$ cat src/verilog/eec_consts.svh
`ifndef EEC_CONSTS_SVH
`define EEC_CONSTS_SVH

// register indices, byte address is four times the index
`define EEC_IDX_ACR 16'hfe1f
`define EEC_IDX_CTRL 16'hfe1d
`define EEC_IDX_NVOPT 16'hfe1c
`define EEC_IDX_DIVH 16'hfe1a
`define EEC_IDX_DIVL 16'hfe1b
`define EEC_IDX_NVDIVH 16'hfe10
`define EEC_IDX_NVDIVL 16'hfe11

// array window and secured zone
`define EEC_ARR_LO 16'h0800
`define EEC_ARR_HI 16'h09ff
`define EEC_SEC_LO 16'h08f0
`define EEC_SEC_HI 16'h08ff

// control register fields
`define EEC_CTRL_SPARE 7
`define EEC_CTRL_PD 5
`define EEC_CTRL_OPHI 4
`define EEC_CTRL_OPLO 3
`define EEC_CTRL_LAT 2
`define EEC_CTRL_AUTO 1
`define EEC_CTRL_HV 0

// option and divider fields
`define EEC_ACR_SEC 4
`define EEC_DIVH_LOCK 7

// reset values
`define EEC_CTRL_RST 8'h00
`define EEC_NV_FACTORY 8'hf0
`define EEC_DIV_RST 11'h000

// timebase
`define EEC_TICK_US 35

`endif

$ cat src/verilog/eec_pkg.sv
package eec_pkg;

   typedef enum logic [1:0] {
      EEC_BYTE_PGM = 2'b00,
      EEC_BYTE_ERASE = 2'b01,
      EEC_BLOCK_ERASE = 2'b10,
      EEC_BULK_ERASE = 2'b11
   } eec_op_t;

   // gray along idle, wait, done, send
   typedef enum logic [1:0] {
      EEC_IDLE = 2'b00,
      EEC_RWAIT = 2'b01,
      EEC_RDONE = 2'b11,
      EEC_RSEND = 2'b10
   } eec_bus_t;

endpackage

$ cat src/verilog/eec_program_erase_ctl.sv
// Contract
// - power-down bit disables the array; reset clears it.
// - mode bits select program or erase kind; protected block blocks all.
// - latch-control routes bus writes into address/data capture; reset clears.
// - latch-control cannot be cleared while program enable is set.
// - with auto set, timer ends the cycle and clears program enable.
// - pump on only with latch set and a valid captured write.
// - clearing latch and enable together clears only the enable.
// - configuration register is read-only, loaded from option byte at reset.
// - security bit 0 enables security; once enabled never disabled.
// - four guard bits each protect one 128-byte quarter, in index order.
// - secured allows byte program/erase only; 08f0 to 08ff locked.
// - option byte programs like an array byte; copied after reset.
// - option byte ships as f0, erased bits read one.
// - 11-bit divisor sets the 35 us tick; reloaded after reset.
// - divider lock bit 0 locks both divider registers and their copies.
// - divisor always readable, writable only with latch clear and unlocked.
// - control bit 7 is plain storage with no effect.
// - only valid writes captured; later one replaces; reads capture address.
// - enable cannot be set without latch and a valid captured address.
//
// Chosen here: the AHB-Lite register port.
`timescale 1ns/1ps
`include "eec_consts.svh"

module eec_program_erase_ctl #(
   parameter logic [15:0] PGM_TICKS = 16'h011e,
   parameter logic [15:0] BYTE_ERASE_TICKS = 16'h011e,
   parameter logic [15:0] BLOCK_ERASE_TICKS = 16'h011e,
   parameter logic [15:0] BULK_ERASE_TICKS = 16'h011e
) (
   input wire logic hclk,
   input wire logic hresetn,
   input wire logic ce,
   input wire logic hsel,
   input wire logic [31:0] haddr,
   input wire logic [1:0] htrans,
   input wire logic hwrite,
   input wire logic [2:0] hsize,
   input wire logic [31:0] hwdata,
   input wire logic hready,
   output logic hreadyout,
   output logic hresp,
   output logic [31:0] hrdata,
   input wire logic [7:0] nv_option,
   input wire logic [7:0] nv_div_hi,
   input wire logic [7:0] nv_div_lo,
   input wire logic [7:0] arr_rdata,
   output logic arr_rd_en,
   output logic [15:0] arr_rd_addr,
   output logic [15:0] arr_prog_addr,
   output logic [7:0] arr_prog_data,
   output logic [1:0] arr_op,
   output logic arr_pump_on,
   output logic arr_power_down
);

   eec_pkg::eec_bus_t st;
   eec_pkg::eec_bus_t next_st;
   logic load_q;
   logic wr_pend;
   logic [15:0] addr_q;
   logic spare;
   logic pd;
   logic [1:0] op;
   logic lat;
   logic autoc;
   logic hv;
   logic lat_valid;
   logic [15:0] lat_addr;
   logic [7:0] lat_data;
   logic [7:0] acr;
   logic lock_dis;
   logic [10:0] div;
   logic [10:0] pre_cnt;
   logic [15:0] tcount;

   // bus decode
   wire accept = ce & hsel & htrans[1] & hready & ~load_q;
   wire a_map = (haddr[31:18] == 14'h0000) & (haddr[1:0] == 2'b00);
   wire [15:0] a_idx = a_map ? haddr[17:2] : 16'h0000;
   wire hit_ctrl = addr_q == `EEC_IDX_CTRL;
   wire hit_acr = addr_q == `EEC_IDX_ACR;
   wire hit_divh = addr_q == `EEC_IDX_DIVH;
   wire hit_divl = addr_q == `EEC_IDX_DIVL;
   wire hit_arr = (addr_q >= `EEC_ARR_LO) & (addr_q <= `EEC_ARR_HI);
   wire hit_nv = (addr_q == `EEC_IDX_NVOPT) | (addr_q == `EEC_IDX_NVDIVH)
      | (addr_q == `EEC_IDX_NVDIVL);
   wire hit_mem = hit_arr | hit_nv;
   wire wr_go = wr_pend & ce;
   wire [7:0] wd = hwdata[7:0];
   wire ctrl_we = wr_go & hit_ctrl;
   wire div_open = ~lat & lock_dis;
   wire divh_we = wr_go & hit_divh & div_open;
   wire divl_we = wr_go & hit_divl & div_open;

   // capture into the program latch, frozen while voltage is applied
   wire mem_we = wr_go & hit_mem & lat & ~hv;
   wire mem_rd_lat = ce & (st == eec_pkg::EEC_RDONE) & hit_mem & lat
      & ~hv;
   wire lat_cap = mem_we | mem_rd_lat;

   // permission of the captured target
   wire secured = ~acr[`EEC_ACR_SEC];
   wire [3:0] guard = acr[3:0];
   wire [1:0] blk = lat_addr[8:7];
   wire lat_in_arr = (lat_addr >= `EEC_ARR_LO) & (lat_addr <= `EEC_ARR_HI);
   wire lat_in_sec = (lat_addr >= `EEC_SEC_LO) & (lat_addr <= `EEC_SEC_HI);
   wire lat_nvopt = lat_addr == `EEC_IDX_NVOPT;
   wire lat_nvdiv = (lat_addr == `EEC_IDX_NVDIVH)
      | (lat_addr == `EEC_IDX_NVDIVL);
   wire op_pgm = op == eec_pkg::EEC_BYTE_PGM;
   wire op_byte = op_pgm | (op == eec_pkg::EEC_BYTE_ERASE);
   wire op_block = op == eec_pkg::EEC_BLOCK_ERASE;
   wire op_bulk = op == eec_pkg::EEC_BULK_ERASE;
   wire arr_ok = ~guard[blk] & ~(secured & lat_in_sec)
      & (op_byte | (~secured & (op_block
      | (op_bulk & (guard == 4'h0)))));
   // erasing the option byte would undo security, so while secured it only programs
   wire nvopt_ok = secured ? op_pgm : op_byte;
   wire nvdiv_ok = lock_dis & op_byte;
   wire op_ok = (lat_in_arr & arr_ok) | (lat_nvopt & nvopt_ok)
      | (lat_nvdiv & nvdiv_ok);
   wire pump = hv & lat & lat_valid & op_ok & ~pd;

   // timebase and termination timer
   wire [11:0] pre_next = {1'b0, pre_cnt} + 12'h001;
   wire tick = pump & (pre_next >= {1'b0, div});
   logic [15:0] dur;
   always_comb begin
      case (op)
         eec_pkg::EEC_BYTE_PGM: dur = PGM_TICKS;
         eec_pkg::EEC_BYTE_ERASE: dur = BYTE_ERASE_TICKS;
         eec_pkg::EEC_BLOCK_ERASE: dur = BLOCK_ERASE_TICKS;
         eec_pkg::EEC_BULK_ERASE: dur = BULK_ERASE_TICKS;
         default: dur = PGM_TICKS;
      endcase
   end
   wire done = pump & (tcount >= dur);
   wire auto_done = done & autoc;

   // control next values
   wire next_lat = ctrl_we ? (wd[`EEC_CTRL_LAT] | hv) : lat;
   wire next_hv = auto_done ? 1'b0
      : ctrl_we ? (wd[`EEC_CTRL_HV] & lat & lat_valid) : hv;

   // read data selection
   wire [7:0] ctrl_rd = {spare, 1'b0, pd, op, lat, autoc, hv};
   wire [7:0] rd_val = hit_ctrl ? ctrl_rd
      : hit_acr ? acr
      : hit_divh ? {lock_dis, 4'h0, div[10:8]}
      : hit_divl ? div[7:0]
      : hit_mem ? (lat ? lat_data : arr_rdata)
      : 8'h00;

   always_comb begin
      case (st)
         eec_pkg::EEC_IDLE: next_st = eec_pkg::EEC_IDLE;
         eec_pkg::EEC_RWAIT: next_st = eec_pkg::EEC_RDONE;
         eec_pkg::EEC_RDONE: next_st = eec_pkg::EEC_RSEND;
         eec_pkg::EEC_RSEND: next_st = eec_pkg::EEC_IDLE;
         default: next_st = eec_pkg::EEC_IDLE;
      endcase
      if (accept && !hwrite) begin
         next_st = eec_pkg::EEC_RWAIT;
      end
   end

   // two wait states on every read give the array a registered cycle
   assign hreadyout = ce & ~load_q & ((st == eec_pkg::EEC_IDLE)
      | (st == eec_pkg::EEC_RSEND));
   assign hresp = 1'b0;
   assign arr_rd_en = ce & (st == eec_pkg::EEC_RWAIT) & hit_mem & ~lat;
   assign arr_rd_addr = addr_q;
   assign arr_prog_addr = lat_addr;
   assign arr_prog_data = lat_data;
   assign arr_op = op;
   assign arr_pump_on = pump;
   assign arr_power_down = pd;

   always_ff @(posedge hclk or negedge hresetn) begin
      if (!hresetn) begin
         st <= eec_pkg::EEC_IDLE;
         wr_pend <= 1'b0;
         addr_q <= 16'h0000;
         hrdata <= 32'h00000000;
      end else if (ce) begin
         st <= next_st;
         if (hready) begin
            wr_pend <= accept & hwrite;
         end
         if (accept) begin
            addr_q <= a_idx;
         end
         if (st == eec_pkg::EEC_RDONE) begin
            hrdata <= {24'h000000, rd_val};
         end
      end
   end

   // option and divider load straight after reset release
   always_ff @(posedge hclk or negedge hresetn) begin
      if (!hresetn) begin
         load_q <= 1'b1;
         acr <= `EEC_NV_FACTORY;
         lock_dis <= 1'b0;
         div <= `EEC_DIV_RST;
      end else if (ce) begin
         load_q <= 1'b0;
         if (load_q) begin
            acr <= nv_option;
            lock_dis <= nv_div_hi[`EEC_DIVH_LOCK];
            div <= {nv_div_hi[2:0], nv_div_lo};
         end else begin
            if (divh_we) begin
               lock_dis <= wd[`EEC_DIVH_LOCK];
               div[10:8] <= wd[2:0];
            end
            if (divl_we) begin
               div[7:0] <= wd;
            end
         end
      end
   end

   always_ff @(posedge hclk or negedge hresetn) begin
      if (!hresetn) begin
         {spare, pd, op, autoc} <= 5'h00;
         lat <= 1'b0;
         hv <= 1'b0;
      end else if (ce) begin
         if (ctrl_we) begin
            spare <= wd[`EEC_CTRL_SPARE];
            pd <= wd[`EEC_CTRL_PD];
            op <= wd[`EEC_CTRL_OPHI:`EEC_CTRL_OPLO];
            autoc <= wd[`EEC_CTRL_AUTO];
         end
         lat <= next_lat;
         hv <= next_hv;
      end
   end

   always_ff @(posedge hclk or negedge hresetn) begin
      if (!hresetn) begin
         lat_valid <= 1'b0;
         lat_addr <= 16'h0000;
         lat_data <= 8'hff;
      end else if (ce) begin
         if (!next_lat) begin
            lat_valid <= 1'b0;
         end else if (mem_we) begin
            lat_valid <= 1'b1;
         end
         if (lat_cap) begin
            lat_addr <= addr_q;
         end
         if (mem_we) begin
            lat_data <= wd;
         end
      end
   end

   always_ff @(posedge hclk or negedge hresetn) begin
      if (!hresetn) begin
         pre_cnt <= 11'h000;
         tcount <= 16'h0000;
      end else if (ce) begin
         if (!pump || tick) begin
            pre_cnt <= 11'h000;
         end else begin
            pre_cnt <= pre_next[10:0];
         end
         if (!pump) begin
            tcount <= 16'h0000;
         end else if (tick && !done) begin
            tcount <= tcount + 16'h0001;
         end
      end
   end
endmodule

$ cat config.mk
export PLATFORM = sky130hd
export DESIGN_NAME = eec_program_erase_ctl
export DESIGN_NICKNAME = d
export VERILOG_FILES = /design/src/verilog/eec_pkg.sv /design/src/verilog/eec_program_erase_ctl.sv
export VERILOG_INCLUDE_DIRS = /design/src /design/src/verilog
export SDC_FILE = /design/constraint.sdc
export NUM_CORES = 1
export LEC_CHECK = 0
export BUFFER_PORTS_ARGS = -buffer_cell sky130_fd_sc_hd__buf_2
export CORE_UTILIZATION = 53
export CTS_BUF_LIST = sky130_fd_sc_hd__clkbuf_4 sky130_fd_sc_hd__clkbuf_8
export DETAILED_ROUTE_END_ITERATION = 8
export PLACE_DENSITY_LB_ADDON = 0.25
export SYNTH_ARGS = -nofsm -noshare
export SYNTH_HDL_FRONTEND = slang
export SYNTH_SLANG_ARGS = --single-unit
$ cat constraint.sdc
create_clock -name hclk -period 3.8 [get_ports hclk]
set_clock_uncertainty 0.05 [all_clocks]
set_input_delay 0.19 -clock hclk [delete_from_list [all_inputs] [get_ports hclk]]
set_output_delay 0.19 -clock hclk [all_outputs]
set_load 0.01 [all_outputs]
==> summary.md <==
| Metric | Value |
|---|---|
| Pre-antenna DRT Iters | 5 |
| First-pass GRT wire length | around 23000 um |
| Met3 routed WL | 941 um |
| Largest area contributor in the netlist | dfrtp_1 |
| Worst endpoint data arrival time | between 3 and 4 ns |
| CTS Hold Bufs | 26 |
| Slew Limit Fails | 0 |
| Synth Flop Type | dfrtp_1 |
| Tot GR Track Use | 0.271 |
| Clock buffer depth | 2 |
| Max_cap viols | 0 |
| Max VDD drop | 220 uV |
| Mean post-synth cell area | around 10 um^2 |
| Total die area | about 0.011 mm^2 |
| Post-Syn Area | around 0.0057 mm^2 |
| Sum of negative setup slack | 0 ns |
| Initial antenna violation count | 0 |
| Seq/Total Area, Yosys | 0.471 |
| Finished Layout Cells | about 840 |
| Power density over cell area | 293 mW/mm^2 |
| CTS root buffer | clkbuf_8 |
| Die Ht | roughly 110 um |
| Area Overhead vs Synth | 19.8% |
| DR iter-0 viols | roughly 400 |
| Final period util | 0.884 |
| M1 wire length | a little over 6000 um |
| Worst setup EP type | flip-flop |
| Pin count of the biggest net entering global routing | 86 |
| Clock transition at the registers of the reported paths | around 0.10 ns |
| Resize count post-CTS | 0 |
| Vias after detailed routing | just under 5000 |
| Top Metal Used | met4 |
| Yosys reg bits | approximately 110 |
| CTS Buf Count | 9 |
| # rows | 37 |
| Top delay family on crit path | simple AND/OR/NAND/NOR gates |
| Fin. Hold Viols | 0 |
| HP Class | input pin to flip-flop |
| Outcome | finished, final reports clean |
| I/O Buffers | between 100 and 150 |
| CTS tree | done |
| Relative slew slack | 0.290 |
| Crit Path Class | flip-flop to flip-flop |
| Fin crit period | 3.36 ns |
| CP Depth | 11 |
| Initial Util | 0.551 |
| RSZ-0062 raised after global routing | no |
| Congestion Overflow GR | 0 |
| Ys Warns | 0 |
| Asr flop ratio synth | 1.00 |
| Setup crit start kind | flip-flop |
| Dpl cells | about 800 |
| Fmax | a little under 0.3 GHz |
| Top cell by count, worst path | ha_1 |
| Worst slew pin tran | between 1 and 1.5 ns |
| Most common library cells after synthesis | 94 x dfrtp_1, 44 x nand2_1, 30 x o21ai_0 |
| Clk Latency, worst-skew pair | roughly 0.38 ns |
| Pre-CTS setup slack | 0.499 ns |
| Setup bufs post-CTS | 0 |
| DRC violations left | 0 |
| CP Cell Sequence | ha_1 > nand4_1 > nor2_1 > xnor2_1 > ha_1 > and4_1 > a211oi_1 > a21oi_1 > nor3_1 > nand3_1 > o22ai_1 |
| Design Power | between 2 and 2.5 mW |
| Synthesized instance count | 551 |
| Area of the core | around 0.010 mm^2 |
| Die X-Extent | about 110 um |
| Vias in the first global route | around 4700 |
| RD Place Congestion | ~0.84 |
| Fin worst setup slack | roughly 0.44 ns |
| I/O pin count | 186 |
| Hpwl dp | 10400 um |
| Met2 wire len | between 7000 and 8000 um |
| Yosys top cell area share | 0.412 |
| Count leader, synth | dfrtp_1 |
| ANT nets after route | 0 |
| H-tree levels | 3 |
| Crit-path slowest cell | nor3_1 |
| CTS Sinks | 107 |
| Routed wire per std cell | 17.2 um |
| Largest stage delay on the critical path | approximately 0.49 ns |
| Number of synthesized flops with an enable pin | 0 |
| Share of layout cells above drive strength 1 | 0.306 |
| Dominant cells by area after synthesis | dfrtp_1 41%, dfstp_2 6.0%, mux2_2 5.1% |
| Crit path max fanout | 5 |
| Cells on worst reg2reg path | 11 |
| Via density | 5.73 |
| Post-synth cell types | 67 |
| Layout Nets | ~820 |
| Hold depth | 2 |
| Worst path bufs/invs | 0 |
| Drt total wl | approximately 14000 um |
| Worst Path Required | between 4 and 5 ns |
| # setup viols final | 0 |
| Static Leak | between 3 and 4 nW |
[cells in the final DEF (no fill, tap or decap), types with 15 or more instances in the layout]
master           n
dlygate4sd3_1   26
nor2_1          22
a22o_1          16
inv_1           21
buf_2          127
conb_1          25
a21oi_1         21
mux2i_1         15
nand2_1         44
dfrtp_1         94
o21ai_0         30
mux2_2          26
[cell type report]
cell class / instances / area [um^2]
tap: 136 / 170
clock buffer: 13 / 160
antenna: 1 / 2.50
multi-input combinational: 400 / 2750
fill: 839 / 3520
inverter: 23 / 86.3
sequential: 107 / 2690
timing repair buffer: 161 / 956
clock inverter: 3 / 28.8
[worst reg2reg max path, cell delays in order, from the launching register on]
cell and delay [ns]:
dfrtp_1 0.46, ha_1 0.28, nand4_1 0.24, nor2_1 0.21, xnor2_1 0.19, ha_1 0.29, and4_1 0.19, a211oi_1 0.23
a21oi_1 0.15, nor3_1 0.49, nand3_1 0.29, o22ai_1 0.21
[final timing paths]
path	from	to	slack, ns
worst min register to register	tcount[13]$_DFFE_PN0P_	tcount[13]$_DFFE_PN0P_	0.44
worst min-delay path	hwdata[7]	arr_prog_data[7]$_DFFE_PN1P_	0.03
min in group asynchronous	hresetn	div[3]$_DFFE_PN0P_	0.48
worst max-delay path	pre_cnt[0]$_DFFE_PN0P_	pre_cnt[6]$_DFFE_PN0P_	0.44
worst max register to register	pre_cnt[0]$_DFFE_PN0P_	pre_cnt[6]$_DFFE_PN0P_	0.44
max in group asynchronous	hresetn	acr[6]$_DFFE_PN1P_	2.22
[cell families (layout without fill, tap and decap cells)]
family	after synthesis	in the layout	synth area share
simple gates	175	175	0.169
xor+xnor	6	6	0.00919
fa+ha+maj	14	14	0.0306
mux	51	51	0.105
buf+inv	68	200	0.0630
other cells	1	26	0.000656
flops	107	107	0.471
compound gates	129	129	0.151
[metrics by stage]
| stage | hold slack (ns) | cell area [um^2] | util |
|---|---|---|---|
| after detailed placement | 0.359 | 6400 | 0.617 |
| after global placement | 0.356 | 6400 | 0.617 |
| final | 0.0269 | 6850 | 0.660 |
| after CTS | 0.00731 | 6850 | 0.660 |
| after floorplan | -0.156 | 5810 | - |
| after global routing | 0.0101 | 6850 | 0.660 |
[metal layers]
layer / up-vias / track usage
li1: 2273 / -
met3: 29 / 0.0662
met2: 199 / 0.455
met1: 2335 / 0.346
met4: 0 / 0.0853
met5: - / 0
[sequential cells by signal, indices dropped and copies added (netlist names), 2 cells and up]
| signal | flops |
|---|---|
| hrdata | 8 |
| st | 2 |
| arr_prog_data | 8 |
| acr | 8 |
| pre_cnt | 11 |
| arr_prog_addr | 16 |
| div | 11 |
| arr_op | 2 |
| tcount | 16 |
| arr_rd_addr | 16 |
[power by group]
part           switching (mW)  total [mW]  internal (mW)
combinational          0.0915       0.159         0.0674
sequential             0.0170        1.17           1.15
clock                   0.394       0.683          0.289
total                   0.502        2.01           1.51
Note: power is estimated with default switching activity, not from simulation.
